### src/sysop_decode_map.vh
// Purpose: Field positions and encodings for the system coprocessor opcode decoder
// Assumes: 32-bit instruction words
// Notes:   Definitions only
`ifndef SYSOP_DECODE_MAP_VH
`define SYSOP_DECODE_MAP_VH

`define OPC_HI          31
`define OPC_LO          26
`define RS_HI           25
`define RS_LO           21
`define RT_HI           20
`define RT_LO           16
`define RD_HI           15
`define RD_LO           11
`define FN_HI           5
`define FN_LO           0

// Primary slots reserved with a guaranteed trap
`define OPC_RSV_A       6'h12
`define OPC_RSV_B       6'h13
`define OPC_RSV_C       6'h1d
`define OPC_RSV_D       6'h3b

`define OPC_SYSCOP      6'h10
`define RS_MOVE_FROM    5'h00
`define RS_MOVE_TO      5'h04
`define RS_BRANCH       5'h08
`define RS_OPERATION    5'h10
`define RD_DEBUG_GRP    5'h18
`define RD_PERF_GRP     5'h19

`define RT_BR_FALSE     5'h00
`define RT_BR_TRUE      5'h01
`define RT_BR_FALSE_L   5'h02
`define RT_BR_TRUE_L    5'h03

`define FN_XLATE_READ   6'h01
`define FN_XLATE_WR_IDX 6'h02
`define FN_XLATE_WR_RND 6'h06
`define FN_XLATE_PROBE  6'h08
`define FN_EXC_RETURN   6'h18
`define FN_INT_ENABLE   6'h38
`define FN_INT_DISABLE  6'h39

// Decoded operation codes
`define OP_W            5
`define OP_NONE         5'h00
`define OP_RD_BPC       5'h01
`define OP_RD_IAB       5'h02
`define OP_RD_IABM      5'h03
`define OP_RD_DAB       5'h04
`define OP_RD_DABM      5'h05
`define OP_RD_DVB       5'h06
`define OP_RD_DVBM      5'h07
`define OP_WR_BPC       5'h08
`define OP_WR_IAB       5'h09
`define OP_WR_IABM      5'h0a
`define OP_WR_DAB       5'h0b
`define OP_WR_DABM      5'h0c
`define OP_WR_DVB       5'h0d
`define OP_WR_DVBM      5'h0e
`define OP_RD_PEV       5'h0f
`define OP_RD_PCNT      5'h10
`define OP_WR_PEV       5'h11
`define OP_WR_PCNT      5'h12
`define OP_BR_FALSE     5'h13
`define OP_BR_TRUE      5'h14
`define OP_BR_FALSE_L   5'h15
`define OP_BR_TRUE_L    5'h16
`define OP_XLATE_READ   5'h17
`define OP_XLATE_WR_IDX 5'h18
`define OP_XLATE_WR_RND 5'h19
`define OP_XLATE_PROBE  5'h1a
`define OP_EXC_RETURN   5'h1b
`define OP_INT_ENABLE   5'h1c
`define OP_INT_DISABLE  5'h1d

`endif

### src/sysop_decoder.v
// Purpose: Decode of system coprocessor instruction words with reserved trap flag
// Assumes: Issue stage presents one word with instr_valid_i; result registered one cycle later
// Notes:   Other primary opcodes give no decode; only the held-back and reserved-with-trap slots trap
// Behaviour
// - Reserved-with-trap encodings raise the reserved-instruction flag, no operation.
// - Undefined-reserved function codes may trap; this design traps them.
// - Held-back primary slots (64-bit mul/div, LL/SC, cop2 ld/st) trap.
// - System opcode: rs picks move-from, move-to, branch or operation class.
// - rd 11000 is debug group, rd 11001 is performance group.
// - Debug function 000,010..111 pick breakpoint registers; 001 reserved.
// - Branch class rt 00000..00011 are four branches; others trap.
// - Operation class functions: xlate read/writes/probe, exception return, int en/dis.
`include "sysop_decode_map.vh"
`timescale 1ns/1ps
`default_nettype none

module sysop_decoder (
	input  wire              ref_clk_i,
	input  wire              rst_i,
	input  wire              instr_valid_i,
	input  wire [31:0]       instr_i,
	output reg               dec_valid_o,
	output reg  [`OP_W-1:0]  dec_op_o,
	output reg               reserved_instr_o,
	output reg               system_coproc_opcode_o
);

	// Held-back primary slots: column 0,2,4,6 of rows 110 and 111
	function held_back_slot;
		input [5:0] opc;
		begin
			held_back_slot = (opc[5:4] == 2'b11) && (opc[0] == 1'b0);
		end
	endfunction

	// Debug group register index for one direction
	function [`OP_W-1:0] debug_op;
		input [2:0] fn;
		input       to_dir;
		begin
			case (fn)
				3'h0: debug_op = to_dir ? `OP_WR_BPC  : `OP_RD_BPC;
				3'h2: debug_op = to_dir ? `OP_WR_IAB  : `OP_RD_IAB;
				3'h3: debug_op = to_dir ? `OP_WR_IABM : `OP_RD_IABM;
				3'h4: debug_op = to_dir ? `OP_WR_DAB  : `OP_RD_DAB;
				3'h5: debug_op = to_dir ? `OP_WR_DABM : `OP_RD_DABM;
				3'h6: debug_op = to_dir ? `OP_WR_DVB  : `OP_RD_DVB;
				3'h7: debug_op = to_dir ? `OP_WR_DVBM : `OP_RD_DVBM;
				default: debug_op = `OP_NONE;
			endcase
		end
	endfunction

	// Classes of the second decode stage
	localparam [2:0] CLS_NONE = 3'h0;
	localparam [2:0] CLS_FROM = 3'h1;
	localparam [2:0] CLS_TO   = 3'h2;
	localparam [2:0] CLS_BR   = 3'h3;
	localparam [2:0] CLS_OPER = 3'h4;

	// Primary slots that trap, beyond the held-back group
	function primary_trap;
		input [5:0] opc_f;
		begin
			case (opc_f)
				`OPC_RSV_A: primary_trap = 1'b1;
				`OPC_RSV_B: primary_trap = 1'b1;
				`OPC_RSV_C: primary_trap = 1'b1;
				`OPC_RSV_D: primary_trap = 1'b1;
				default:    primary_trap = 1'b0;
			endcase
		end
	endfunction

	// Second stage: the whole rs field picks the class
	function [2:0] rs_class;
		input [4:0] rs_f;
		begin
			case (rs_f)
				`RS_MOVE_FROM: rs_class = CLS_FROM;
				`RS_MOVE_TO:   rs_class = CLS_TO;
				`RS_BRANCH:    rs_class = CLS_BR;
				`RS_OPERATION: rs_class = CLS_OPER;
				default:       rs_class = CLS_NONE;
			endcase
		end
	endfunction

	// Performance group: function bit 0 alone picks the register
	function [`OP_W-1:0] perf_op;
		input sel_cnt;
		input to_dir;
		begin
			case ({to_dir, sel_cnt})
				2'b00:   perf_op = `OP_RD_PEV;
				2'b01:   perf_op = `OP_RD_PCNT;
				2'b10:   perf_op = `OP_WR_PEV;
				default: perf_op = `OP_WR_PCNT;
			endcase
		end
	endfunction

	// Branch class: all five rt bits are checked
	function [`OP_W-1:0] branch_op;
		input [4:0] rt_f;
		begin
			case (rt_f)
				`RT_BR_FALSE:   branch_op = `OP_BR_FALSE;
				`RT_BR_TRUE:    branch_op = `OP_BR_TRUE;
				`RT_BR_FALSE_L: branch_op = `OP_BR_FALSE_L;
				`RT_BR_TRUE_L:  branch_op = `OP_BR_TRUE_L;
				default:        branch_op = `OP_NONE;
			endcase
		end
	endfunction

	// Operation class: seven defined codes, the rest give none
	function [`OP_W-1:0] oper_op;
		input [5:0] fn_f;
		begin
			case (fn_f)
				`FN_XLATE_READ:   oper_op = `OP_XLATE_READ;
				`FN_XLATE_WR_IDX: oper_op = `OP_XLATE_WR_IDX;
				`FN_XLATE_WR_RND: oper_op = `OP_XLATE_WR_RND;
				`FN_XLATE_PROBE:  oper_op = `OP_XLATE_PROBE;
				`FN_EXC_RETURN:   oper_op = `OP_EXC_RETURN;
				`FN_INT_ENABLE:   oper_op = `OP_INT_ENABLE;
				`FN_INT_DISABLE:  oper_op = `OP_INT_DISABLE;
				default:          oper_op = `OP_NONE;
			endcase
		end
	endfunction

	wire [5:0] opc = instr_i[`OPC_HI:`OPC_LO];
	wire [4:0] rs  = instr_i[`RS_HI:`RS_LO];
	wire [4:0] rt  = instr_i[`RT_HI:`RT_LO];
	wire [4:0] rd  = instr_i[`RD_HI:`RD_LO];
	wire [5:0] fn  = instr_i[`FN_HI:`FN_LO];

	// First stage: primary opcode
	wire             rsv_prim   = held_back_slot(opc) | primary_trap(opc);
	// Second stage: rs class
	wire [2:0]       cls        = rs_class(rs);
	wire             is_move    = (cls == CLS_FROM) || (cls == CLS_TO);
	wire             to_dir     = (cls == CLS_TO);
	// Third stage: register group of the moves
	wire             grp_debug  = (rd == `RD_DEBUG_GRP);
	wire             grp_perf   = (rd == `RD_PERF_GRP);
	// Other rd values are ordinary moves beyond this block
	wire             plain_move = is_move && !grp_debug && !grp_perf;
	wire [`OP_W-1:0] op_debug   = debug_op(fn[2:0], to_dir);
	wire [`OP_W-1:0] op_perf    = perf_op(fn[0], to_dir);

	reg [`OP_W-1:0] op_nxt;
	reg             rsv_nxt;
	reg             is_sys_nxt;

	always @* begin
		op_nxt     = `OP_NONE;
		rsv_nxt    = 1'b0;
		is_sys_nxt = (opc == `OPC_SYSCOP);
		if (rsv_prim) begin
			rsv_nxt = 1'b1;
		end else if (is_sys_nxt) begin
			case (cls)
				CLS_FROM, CLS_TO: begin
					if (grp_debug)
						op_nxt = op_debug;
					else if (grp_perf)
						op_nxt = op_perf;
				end
				CLS_BR: begin
					op_nxt = branch_op(rt);
				end
				CLS_OPER: begin
					op_nxt = oper_op(fn);
				end
				default: begin
					op_nxt = `OP_NONE;
				end
			endcase
			// Trapping undefined codes too keeps later stages free of unknown behaviour
			if (op_nxt == `OP_NONE && !plain_move)
				rsv_nxt = 1'b1;
		end
	end

	always @(posedge ref_clk_i or posedge rst_i) begin
		if (rst_i) begin
			dec_valid_o            <= 1'b0;
			dec_op_o               <= `OP_NONE;
			reserved_instr_o       <= 1'b0;
			system_coproc_opcode_o <= 1'b0;
		end else begin
			dec_valid_o            <= instr_valid_i;
			// Op and flag never both set
			dec_op_o               <= instr_valid_i ? op_nxt : `OP_NONE;
			reserved_instr_o       <= instr_valid_i & rsv_nxt;
			system_coproc_opcode_o <= instr_valid_i & is_sys_nxt;
		end
	end

endmodule // sysop_decoder
`default_nettype wire

### config.mk
export PLATFORM = sky130hd
export DESIGN_NAME = sysop_decoder
export DESIGN_NICKNAME = d
export VERILOG_FILES = /design/src/sysop_decoder.v
export VERILOG_INCLUDE_DIRS = /design/src /design/src/src
export SDC_FILE = /design/constraint.sdc
export NUM_CORES = 1
export LEC_CHECK = 0
export BUFFER_PORTS_ARGS = -buffer_cell sky130_fd_sc_hd__buf_4
export CAP_MARGIN = 10
export CORE_ASPECT_RATIO = 0.7
export CORE_MARGIN = 4
export CORE_UTILIZATION = 40
export DETAILED_ROUTE_END_ITERATION = 10
export GPL_ROUTABILITY_DRIVEN = 0
export PLACE_DENSITY = 0.85
export SYNTH_ARGS = -nofsm -noshare
export SYNTH_HDL_FRONTEND = slang
export SYNTH_SLANG_ARGS = --single-unit
### constraint.sdc
create_clock -name ref_clk_i -period 0.8 [get_ports ref_clk_i]
set_input_delay 0.12 -clock ref_clk_i [delete_from_list [all_inputs] [get_ports ref_clk_i]]
set_output_delay 0.12 -clock ref_clk_i [all_outputs]
set_load 0.01 [all_outputs]
==> flow_metrics.tcl <==
set metrics [dict create \
    synth-xor-area-share 0.0467 \
    grt_pass1_vias 1094 \
    h-tree-depth 1 \
    synth_flop_cell "dfrtp_1" \
    routed_wl_mm 4.34 \
    drv_slew 0 \
    die_height_um 44.2 \
    clockBufferDepth 2 \
    areaGrowthSynthToFinish_pct 110 \
    syn_area_um2 751 \
    fin_crit_ns 1.57 \
    fillers 51 \
    synth-seq-cells 8 \
    grt_antenna_before_repair 0 \
    syn_inst 92 \
    status "finished, violations left" \
    n_antenna_cell 0 \
    syn-num-nets 130 \
    dr.pass1.iters 5 \
    top_level_ports 43 \
    crit_chain "buf_8 > buf_4 > or4_4 > or2_4 > a221oi_2 > a211oi_2 > buf_4 > nor2_1" \
    antenna_left 0 \
    preCtsSetupSlack_ns -1.04 \
    synth_cell_types 39 \
    yosys.area_share.simple 0.350 \
    power-per-cell-area_mw_per_mm2 815 \
    drc 0 \
    max_cap_violations 0 \
    final_cell_area_mm2 0.00158 \
    path_clk_slew_ns 0.06 \
    cp_num_buf_inv 3 \
    ff_latch_area_um2 200 \
    netlist_top_cells_area "dfrtp_1 (27%), nor2_1 (6.5%), ha_1 (5.0%), xnor2_1 (4.7%), a31oi_1 (3.3%)" \
    place_inst 175 \
    num_vias 1263 \
    ys_warn_count 0 \
    max_freq_ghz 0.637 \
    setup_viol 14 \
    crit_family "simple AND/OR/NAND/NOR gates" \
    crit_required_ns 0.97 \
    total_power_w 0.00128 \
    synth_edf_count 0 \
    initial_utilization 0.446 \
    cp_slowest_cell "or4_4" \
    cp-end-kind "flop" \
    yosysTopAreaCellShare 0.267 \
    violations "negative setup slack" \
    ys_seq_area_frac 0.267 \
    ys_async_sr_fraction 1.00 \
    wl_per_cell_um 23.0 \
    yosys.area.top_type "dfrtp_1" \
    grt_pass1_wl_mm 5.02 \
    final_cell_mix "buf_4 (56), buf_6 (16), nor2_1 (9)" \
    setup_ws_ns -0.770 \
    synth_top_family_by_area "simple AND/OR/NAND/NOR gates" \
    post_dp_cell_area_mm2 0.00128 \
    clock-sinks 8 \
    grt_max_degree 10 \
    wl_met2_mm 1.96 \
    numCtsBuffers 3 \
    grt.total_usage 0.246 \
    wl_met3_um 435 \
    port_buffers 37 \
    tightest_slew_ns 0.568 \
    final_nets 208 \
    finalCritPeriodShare 1.96 \
    critPathKind "input port to flop" \
    cts_root_buffer "clkbuf_4" \
    p_leak_nw 0.710 \
    highest_layer "met4" \
    die_w_um 59.8 \
    rows 12 \
    synth_fa_ha_area_frac 0.0500 \
    start_kind "input port" \
    slew_headroom 0.616 \
    wl_met1_mm 1.53 \
    viasPerCell 6.68 \
    die_area_mm2 0.00264 \
    mostFrequentLayoutCell "buf_4" \
    overflow 0 \
    worstPathArrival_ns 1.74 \
    path_max_fanout 3 \
    rsz0062_at_grt "yes" \
    synth.avg_cell_area_um2 8.16 \
    cp_common_cell "buf_4" \
    dp_hpwl_mm 2.06 \
    cts_tree "built" \
    multiInputGateArea_um2 669 \
    fin_cells 189 \
    layout-drive-gt1-share 0.631 \
    drt_iter0_markers 123 \
    core_area_mm2 0.00168 \
    hp-class "input port to flop" \
    synthMuxAreaShare 0.0133 \
    crit_path_max_incr_delay_ns 0.47 \
    hold_viol 0 \
    synth_compound_area_frac 0.233 \
    fin_util 0.938 \
    peakVddDrop_uv 1070 \
]
-- repair_timing --
action	4_1_cts	5_1_grt
buffers inserted	2	7
pin swaps	11	3
endpoints found under the setup margin	14	14
hold endpoints to repair	9	0
hold buffers	2	0
gates resized for setup	29	15
-- final cells by class --
type,instances,share of cell area
multi-input combinational,76,0.425
timing repair buffer,75,0.403
sequential,8,0.127
tap,21,0.0167
clock buffer,3,0.0143
inverter,6,0.0143
-- metal layers --
| layer | global-route usage | vias to the layer above |
|---|---|---|
| met1 | 0.287 | 579 |
| met5 | 0 | - |
| li1 | - | 501 |
| met3 | 0.0204 | 53 |
| met4 | 0.111 | 0 |
| met2 | 0.455 | 130 |
-- registers in the layout (all words and copies together) (netlist names) --
| signal | flops |
|---|---|
| dec_op_o | 5 |
| dec_valid_o | 1 |
| reserved_instr_o | 1 |
| system_coproc_opcode_o | 1 |
-- logic make-up after synthesis --
| kind of cell | count (synthesis) |
|---|---|
| AND/OR/NAND/NOR | 45 |
| AO/OA/AOI/OAI | 23 |
| buffers and inverters | 8 |
| flip-flops | 8 |
| XOR/XNOR | 4 |
| adder cells (fa/ha/maj) | 3 |
| multiplexers | 1 |
-- report_power, final --
part / total, W / switching [W] / internal, W / leakage [nW]
combinational: 0.000554 / 0.000259 / 0.000295 / 0.587
clock: 0.000317 / 0.000145 / 0.000172 / 0.0138
sequential: 0.000414 / 0.00000361 / 0.000410 / 0.109
total: 0.00128 / 0.000407 / 0.000877 / 0.710
-- synth_stat cells (2+ instances only) --
master / count
a21oi_1: 3
o21ai_0: 2
ha_1: 3
xnor2_1: 4
inv_1: 6
nor4_1: 4
a31oi_1: 4
nand2_1: 3
a211oi_1: 2
o211ai_1: 2
clkbuf_1: 2
nor3b_1: 2
or4_4: 2
or2_2: 2
or4_1: 2
nand2b_1: 4
nor3_1: 2
dfrtp_1: 8
nand4_1: 2
nand3_1: 2
nor2_1: 13
-- worst paths after layout --
path	startpoint	to	slack, ns	cells past startpoint
setup / recovery	instr_i[25]	dec_op_o[1]	-0.77	8
max in group asynchronous	rst_i	dec_op_o[4]	0.18	3
hold / removal	instr_i[30]	dec_op_o[3]	0.30	4
min in group asynchronous	rst_i	dec_op_o[1]	0.39	3
-- through the flow --
stage          hold slack [ns]  TNS [ns]
4_1_cts                  0.265     -3.80
3_3_place_gp            0.0698     -4.93
2_1_floorplan          -0.0643     -3.69
5_1_grt                  0.326     -5.08
3_5_place_dp            0.0843     -5.24
6_report                 0.302     -4.63
Note: power is estimated with default switching activity, not from simulation.
